[config.mk]
export PLATFORM = sky130hd
export DESIGN_NAME = supply_monitor_reset_control
export DESIGN_NICKNAME = d
export VERILOG_FILES = /design/src/verilog/supply_monitor_pkg.sv /design/src/verilog/supply_monitor_reset_control.sv
export SDC_FILE = /design/constraint.sdc
export NUM_CORES = 1
export LEC_CHECK = 0
export BUFFER_PORTS_ARGS = -buffer_cell sky130_fd_sc_hd__buf_2
export CAP_MARGIN = 20
export CORE_UTILIZATION = 35
export DETAILED_ROUTE_END_ITERATION = 8
export GPL_TIMING_DRIVEN = 0
export PLACE_DENSITY = 0.81
export SYNTH_ARGS = -nofsm -noshare
export SYNTH_HDL_FRONTEND = slang
export SYNTH_SLANG_ARGS = --single-unit
[constraint.sdc]
create_clock -name clk -period 1.5 [get_ports clk]
set_clock_uncertainty 0.1 [all_clocks]
set_input_delay 0.3 -clock clk [delete_from_list [all_inputs] [get_ports clk]]
set_output_delay 0.3 -clock clk [all_outputs]
set_load 0.02 [all_outputs]
[src/verilog/supply_monitor_pkg.sv]
// package: register map, field layout and constants for the supply monitor
package supply_monitor_pkg;

  // =====================================================
  // register byte offsets
  localparam logic [11:0] status_offset = 12'h000;
  localparam logic [11:0] config_offset = 12'h004;
  localparam logic [11:0] irq_status_offset = 12'h008;
  localparam logic [11:0] irq_mask_offset = 12'h00C;

  // =====================================================
  // field positions of the configuration word
  localparam int cfg_power_disable_bit = 0;
  localparam int cfg_reset_disable_bit = 1;
  localparam int cfg_stop_alive_bit = 2;
  localparam int cfg_level_select_bit = 3;
  // field position of the status register
  localparam int status_low_flag_bit = 0;

  // =====================================================
  // reset values: monitor on, resets on, 3-V trip pair
  localparam logic [3:0] config_reset = 4'h0;
  localparam logic [1:0] irq_mask_reset = 2'h0;

  // event bits of the interrupt status register
  localparam int ev_fall_bit = 0;
  localparam int ev_rise_bit = 1;

  // =====================================================
  // synchroniser depth
  localparam int sync_stages = 2;

  typedef struct packed {
    logic level_select;
    logic stop_alive;
    logic reset_disable;
    logic power_disable;
  } monitor_config_t;

  typedef struct packed {
    logic below_falling;
    logic above_rising;
  } comparator_t;

  typedef enum logic [1:0] {
    st_off     = 2'b00,
    st_normal  = 2'b01,
    st_reset   = 2'b11
  } monitor_state_t;

endpackage : supply_monitor_pkg

[src/verilog/supply_monitor_reset_control.sv]
// supply monitor control: option bits, status flag and reset request
//
// Added by the designer: the APB interface to the registers and the register addresses.
`timescale 1ns/1ns
module supply_monitor_reset_control
  import supply_monitor_pkg::*;
(
  input  wire logic        clk,
  input  wire logic        arst_n,
  input  wire logic        psel,
  input  wire logic        penable,
  input  wire logic        pwrite,
  input  wire logic [11:0] paddr,
  input  wire logic [31:0] pwdata,
  input  wire logic [3:0]  pstrb,
  output logic      [31:0] prdata,
  output logic             pready,
  output logic             pslverr,
  input  wire logic        cmp_below_falling,
  input  wire logic        cmp_above_rising,
  input  wire logic        stop_mode,
  input  wire logic        wait_mode,
  output logic             monitor_power_on,
  output logic             trip_level_select,
  output logic             reset_request,
  output logic             mode_wakeup,
  output logic             irq
);

  // =====================================================
  // registers
  monitor_config_t cfg;
  comparator_t     cmp_meta;
  comparator_t     cmp_sync;
  logic            supply_low_flag;
  monitor_state_t  state;
  monitor_state_t  next_state;
  logic [1:0]      irq_status;
  logic [1:0]      irq_mask;
  logic            active;
  logic            fall_event;
  logic            rise_event;
  logic            access;
  logic            wr;

  assign access = psel && penable;
  assign wr     = access && pwrite;

  function automatic logic hit(input logic [11:0] a,
                               input logic [11:0] off);
    hit = (a[11:2] == off[11:2]);
  endfunction : hit

  // =====================================================
  // comparator synchroniser; first stage read only by the second
  always_ff @(posedge clk or negedge arst_n) begin
    if (!arst_n) begin
      cmp_meta <= '0;
      cmp_sync <= '0;
    end else begin
      cmp_meta <= '{below_falling: cmp_below_falling,
                    above_rising:  cmp_above_rising};
      cmp_sync <= cmp_meta;
    end
  end

  // =====================================================
  // configuration word
  always_ff @(posedge clk or negedge arst_n) begin
    if (!arst_n) begin
      cfg <= monitor_config_t'(config_reset);
    end else if (wr && hit(paddr, config_offset) && pstrb[0]) begin
      cfg <= monitor_config_t'(pwdata[3:0]);
    end
  end

  // =====================================================
  // monitor activity by power mode
  always_comb begin
    active = !cfg.power_disable;
    if (stop_mode) begin
      active = !cfg.power_disable && cfg.stop_alive;
    end
  end

  // =====================================================
  // supply low flag with hysteresis
  always_ff @(posedge clk or negedge arst_n) begin
    if (!arst_n) begin
      supply_low_flag <= 1'b0;
    end else if (active) begin
      if (cmp_sync.below_falling) begin
        supply_low_flag <= 1'b1;
      end else if (cmp_sync.above_rising) begin
        supply_low_flag <= 1'b0;
      end
    end
  end

  // =====================================================
  // reset request state machine
  always_comb begin
    next_state = state;
    unique case (state)
      st_off: begin
        if (active) begin
          next_state = st_normal;
        end
      end
      st_normal: begin
        if (!active) begin
          next_state = st_off;
        // a 5-V select with supply not yet above the 5-V rising level
        // shows as below-falling on the reselected comparator
        end else if (!cfg.reset_disable && cmp_sync.below_falling) begin
          next_state = st_reset;
        end
      end
      st_reset: begin
        // held through disable writes so a glitch cannot drop reset
        if (cmp_sync.above_rising) begin
          next_state = st_normal;
        end
      end
      default: next_state = st_off;
    endcase
  end

  always_ff @(posedge clk or negedge arst_n) begin
    if (!arst_n) begin
      state <= st_off;
    end else begin
      state <= next_state;
    end
  end

  always_ff @(posedge clk or negedge arst_n) begin
    if (!arst_n) begin
      reset_request     <= 1'b0;
      mode_wakeup       <= 1'b0;
      monitor_power_on  <= 1'b1;
      trip_level_select <= 1'b0;
    end else begin
      reset_request     <= (next_state == st_reset);
      mode_wakeup       <= (next_state == st_reset) &&
                           (wait_mode || stop_mode);
      monitor_power_on  <= active;
      trip_level_select <= cfg.level_select;
    end
  end

  // =====================================================
  // events for software; a sticky set beats a same-cycle clear
  assign fall_event = active && cmp_sync.below_falling && !supply_low_flag;
  assign rise_event = active && cmp_sync.above_rising && supply_low_flag;

  always_ff @(posedge clk or negedge arst_n) begin
    if (!arst_n) begin
      irq_status <= 2'h0;
    end else begin
      for (int i = 0; i < 2; i++) begin
        if ((i == ev_fall_bit && fall_event) ||
            (i == ev_rise_bit && rise_event)) begin
          irq_status[i] <= 1'b1;
        end else if (wr && hit(paddr, irq_status_offset) && pstrb[0] &&
                     pwdata[i]) begin
          irq_status[i] <= 1'b0;
        end
      end
    end
  end

  always_ff @(posedge clk or negedge arst_n) begin
    if (!arst_n) begin
      irq_mask <= irq_mask_reset;
    end else if (wr && hit(paddr, irq_mask_offset) && pstrb[0]) begin
      irq_mask <= pwdata[1:0];
    end
  end

  // wrapper notification only; the monitor core raises no request
  always_ff @(posedge clk or negedge arst_n) begin
    if (!arst_n) begin
      irq <= 1'b0;
    end else begin
      irq <= |(irq_status & irq_mask);
    end
  end

  // =====================================================
  // APB slave: zero wait states, error on unmapped address
  always_ff @(posedge clk or negedge arst_n) begin
    if (!arst_n) begin
      pready  <= 1'b0;
      pslverr <= 1'b0;
      prdata  <= 32'h0000_0000;
    end else begin
      pready  <= psel && !penable;
      pslverr <= 1'b0;
      prdata  <= 32'h0000_0000;
      if (psel && !penable) begin
        if (hit(paddr, status_offset)) begin
          prdata[status_low_flag_bit] <= supply_low_flag;
        end else if (hit(paddr, config_offset)) begin
          prdata[3:0] <= cfg;
        end else if (hit(paddr, irq_status_offset)) begin
          prdata[1:0] <= irq_status;
        end else if (hit(paddr, irq_mask_offset)) begin
          prdata[1:0] <= irq_mask;
        end else begin
          pslverr <= 1'b1;
        end
      end
    end
  end

endmodule : supply_monitor_reset_control
## Word-level counts from Yosys, hierarchy flattened

Index checks and enable logic that the tools add are counted.

- Bits in registers: 26
- Latch bits: 0
- RAM bits: 0
- Bits in read-only memories: 0
- Bits of input ports: 57
- Output and inout bits: 39
- Logic and storage cells: 82
- Memories kept: 0

- Add/sub/neg operators: 0
- $mul: 0
- Divide/modulo/power cells: 0
- Magnitude comparators: 0
- Eq/ne operators: 6
- Shifts and indexed selects: 0
- Mux-type cells: 24
- Bitwise logic cells: 1
- Reduce and logical (&&, ||, !) cells: 30

Operators with widths:

| operator | number |
|---|---|
| $eq A10 B2 Y1 const B | 2 |
| $logic_and A1 B1 Y1 | 18 |
| $mux W2 | 8 |
| $mux W1 | 13 |
| $eq A10 B1 Y1 const B | 1 |
| $logic_not A10 Y1 | 1 |
| $pmux W2 S3 | 1 |
| $reduce_bool A2 Y1 | 3 |
| $eq A2 B2 Y1 const B | 2 |
| $logic_not A1 Y1 | 4 |
| $mux W4 | 1 |
| $mux W3 | 1 |
| $and A2 B2 Y2 | 1 |
| $eq A2 B1 Y1 const B | 1 |
| $logic_not A2 Y1 | 1 |
| $reduce_and A2 Y1 | 1 |
| $reduce_or A2 Y1 | 1 |
| $logic_or A1 B1 Y1 | 1 |

## Logic depth before layout (Yosys ltp)

- Depth in word-level cells: 7
- Gate-level depth with buffers: 5
- Mapped depth without buffers: 3

## Worst setup path before layout

OpenSTA, ideal clock, no wires.

- Path kind: input -> register
- Start point: in paddr[11]
- End point: reg cfg[0] in the netlist's numbering
- Arrival: 1.894 ns
- Data required time: 1.275 ns
- Slack: -0.619 ns
- Stages: 5
- Path through: or4_1 -> buf_2 -> or4_4 -> buf_6 -> mux2_4

- Word-level cells in the longest chain between the ends: 3

Ends and longest elaborated chain:

| what | line | source |
|---|---|---|
| start, declared | supply_monitor_reset_control.sv:13 | `input wire logic [11:0] paddr,` |
| $eq A10 B1 Y1 | supply_monitor_reset_control.sv:51 | `hit = (a[11:2] == off[11:2]);` |
| $logic_and A1 B1 Y1 (2 in a row) | supply_monitor_reset_control.sv:72 | `end else if (wr && hit(paddr, config_offset) && pstrb[0]) begin` |
| end signal, assigned | supply_monitor_reset_control.sv:71 | `cfg <= monitor_config_t'(config_reset);` |
| end signal, assigned | supply_monitor_reset_control.sv:73 | `cfg <= monitor_config_t'(pwdata[3:0]);` |
| end, declared | supply_monitor_reset_control.sv:32 | `monitor_config_t cfg;` |

No other way between the ends.
A chain may end at the register's enable or synchronous reset.

## Final worst setup path

- Start point: in paddr[7]
- End point: reg cfg[0] in the netlist's numbering

Same word-level chain as after synthesis.

==> results.md <==
- Sequential share of the synthesized area: about half
- Number of fill cells in the layout: 309
- Fmax: roughly 0.58 GHz
- Unrepaired setup endpoints after global routing: yes
- Cell class contributing the biggest share of worst-path delay: simple AND/OR/NAND/NOR gates
- Worst setup margin: -0.219 ns
- Sort of element at the end of the critical path: flip-flop
- Worst setup slack before clock tree synthesis: -0.759 ns
- Clock Tree Root: clkbuf_4
- Ports: 96
- Fin crit period: between 1.5 and 2 ns
- Endpoints failing setup: 7
- Max-cap violations: 0
- Die width: slightly above 60 um
- Clock latency at the later pin of the worst-skew pair: approximately 0.33 ns
- Asr flop ratio synth: 100%
- Max H-tree Level: 1
- Buffers plus inverters on the worst setup path: 1
- Top-area cell type share of the netlist area: 49.8%
- Share of power burned in combinational logic: about 17%
- Critical-path maximum fanout: 4
- Nets: 230
- Via count of the first global-routing pass: approximately 760
- Maximum number of pins on one net before global-route repair: 27
- Die Height: just over 60 um
- Count of TritonRoute iterations in the first routing pass: 2
- CTS tree: built
- Slowest stage cell on the critical path: or4_4
- Number of stages on the worst hold path: 2
- Overflow left after global routing: 0
- Switching part of the total: about a quarter
- Post-synth EDFFs: 0
- Violated checks: negative setup slack
- WL/cell: roughly 10 um
- Synthesized flop and latch total: 26
- Global-route wire length before repair: approximately 3300 um
- Top FF cell, synth: dfrtp_1
- Clk buf depth: 2
- Clock slew at reported path FFs: 0.15 ns
- Worst setup path class: primary input to flip-flop
- Total of warnings raised by yosys: 0
- Port Buffers: 34
- Cells taking the most area after synthesis: dfrtp_1 50%, buf_4 17%, mux2_4 4.8%
- Cell with the most instances after synthesis: buf_4
- Synth Instances: about 100
- Initial antenna violation count: 0
- Syn avg cell area: roughly 12 um^2
- Total die area: 3840 um^2
- Vias: approximately 870
- Detailed-placement wirelength estimate: roughly 1700 um
- Distinct cell type count after synthesis: 32
- Final Hold Fails: 0
- Area leader, netlist: dfrtp_1
- Register-to-Register Path Depth: 2
- Layout Area Growth over Synthesis: 36.4%
- Most common library cells after synthesis: 28 x buf_4, 25 x dfrtp_1, 4 x mux2_4
- Number of remaining DRC errors: 0
- Std-Cell Rows: 21
- Worst-path cell chain: buf_6 -> or4_4 -> or4_4 -> mux2_4
- DR vias/cell: between 3 and 4
- Worst slew margin relative to its limit: 62.8%
- Critical path's largest stage delay: 0.59 ns
- Class of the most critical hold timing path: primary input to flip-flop
- Part of the total power dissipated in the clock network: 32.3%
- Net Switching: approximately 0.35 mW
- CP Depth: 4
- Detailed router's first-iteration violation count: 23
- Residual antenna-violating net count after detailed routing: 0
- Global-route usage over all layers: between 10 and 15%
- Startpoint types: primary input
- TritonCTS buffer count: 3
- Core region area: approximately 3400 um^2
- Leakage: 0.950 nW
- Worst voltage drop across the vdd grid: 0.421 mV
- Post-route non-filler standard cell count: around 220
- Fraction of power consumed by sequential logic: 50.2%
- Power Density: 853 nW/um^2
- Total placed cells including tap cells: around 210
- Count of final max-slew check failures: 0
- Critical Path Most Common Cell: or4_4
- Antenna diode count: 0
- Total Wirelength: roughly 2200 um
- Initial standard-cell utilization of the core: between 30% and 40%
- Ratio of cells with drive above 1 in the final layout: between 50% and 60%
- Internal power: between 1 and 1.5 mW
- Synthesized cell area: between 1000 and 1500 um^2
- Run status: complete, but fails checks
- TritonCTS Sinks: 26
- Final worst-path cycle share: 115%
- Worst reg2reg setup slack: 0.06 ns
- Critical path data required time: ~1.6 ns
- Transition time of the tightest slew-check pin: between 0.5 and 0.6 ns
- Critical path arrival: roughly 1.9 ns
- Placer's final routability congestion estimate: just under 0.8
==> final timing paths <==
check | end | start
worst max-delay path | cfg[0]$_DFFE_PN0P_ | paddr[7]
worst min-delay path | mode_wakeup$_DFF_PN0_ | wait_mode
worst max register to register | supply_low_flag$_DFFE_PN0P_ | cfg[0]$_DFFE_PN0P_
worst min register to register | cmp_sync[1]$_DFF_PN0_ | cmp_meta[1]$_DFF_PN0_
max in group asynchronous | monitor_power_on$_DFF_PN1_ | arst_n
min in group asynchronous | trip_level_select$_DFF_PN0_ | arst_n
==> repair_timing <==
action | in CTS | in global routing
hold buffers | 3 | 0
gates resized for setup | 5 | 2
buffers inserted | 3 | 0
pin swaps | 3 | 2
hold endpoints to repair | 27 | 0
cloned | 0 | 0
setup endpoints to repair | 9 | 8
==> flip-flops by register name (all words and copies together), names as in the netlist <==
signal / count
irq: 1
trip_level_select: 1
prdata: 4
irq_mask: 2
reset_request: 1
monitor_power_on: 1
cmp_sync: 2
cmp_meta: 2
pready: 1
cfg: 4
irq_status: 2
mode_wakeup: 1
pslverr: 1
supply_low_flag: 1
state: 2
==> routing by layer <==
| metal | track usage, % | wire length, um | up-vias |
|---|---|---|---|
| met5 | 0 | 0 | - |
| li1 | - | - | 440 |
| met4 | 4.76 | 23 | 0 |
| met2 | 21.1 | 1090 | 41 |
| met3 | 4.14 | 193 | 4 |
| met1 | 13.3 | 861 | 380 |
==> worst register-to-register path, delay by kind of cell (launching register included) <==
kind | cells | cell delay [ns]
and+or+nand+nor | 1 | 0.52
DFF | 1 | 0.51
AOI/OAI and AO/OA | 1 | 0.19
==> placed cells by master (no fill, tap or decap), types with 4 or more instances in the layout <==
cell     netlist  routed
buf_2          1      32
buf_4         28      31
dfrtp_1       25      25
conb_1         1      28
mux2_4         4       4
==> final cells by class <==
cell class | instances | area, um^2 | share of cell area [%]
timing repair buffer | 40 | 235 | 13.7
clock buffer | 3 | 22.5 | 1.31
clock inverter | 1 | 30.0 | 1.75
buffer | 28 | 210 | 12.3
multi-input combinational | 71 | 497 | 29.0
tap | 46 | 57.6 | 3.36
sequential | 26 | 652 | 38.0
inverter | 3 | 11.3 | 0.656
==> through the flow <==
step / util [%] / total power [mW] / area (um^2) / setup TNS [ns] / hold WS [ns]
6_report: 50.6 / 1.46 / 1720 / -1.24 / 0.0841
4_1_cts: 50.4 / 1.47 / 1710 / -1.26 / 0.0703
3_3_place_gp: 47.1 / 0.979 / 1600 / -5.86 / 0.218
5_1_grt: 50.6 / 1.54 / 1720 / -1.30 / 0.0707
2_1_floorplan: - / 0.916 / 1370 / -3.59 / -0.0956
3_5_place_dp: 47.1 / 0.983 / 1600 / -5.97 / 0.221
==> power groups by stage <==
stage	logic, mW	clock network, mW	registers (mW)
floorplan	0.159	0	0.757
global placement	0.231	0	0.747
detailed placement	0.235	0	0.748
CTS	0.252	0.487	0.735
global route	0.282	0.517	0.738
finish	0.255	0.473	0.735
==> logic make-up (layout without fill, tap and decap cells) <==
group | count (synthesis) | in the layout | synth area share [%]
and+or+nand+nor | 24 | 24 | 12.1
DFF | 26 | 26 | 51.8
AOI/OAI and AO/OA | 11 | 11 | 7.26
muxes | 8 | 8 | 9.25
other | 1 | 28 | 0.298
buffers and inverters | 34 | 75 | 19.2
Note: power is estimated with default switching activity, not from simulation.
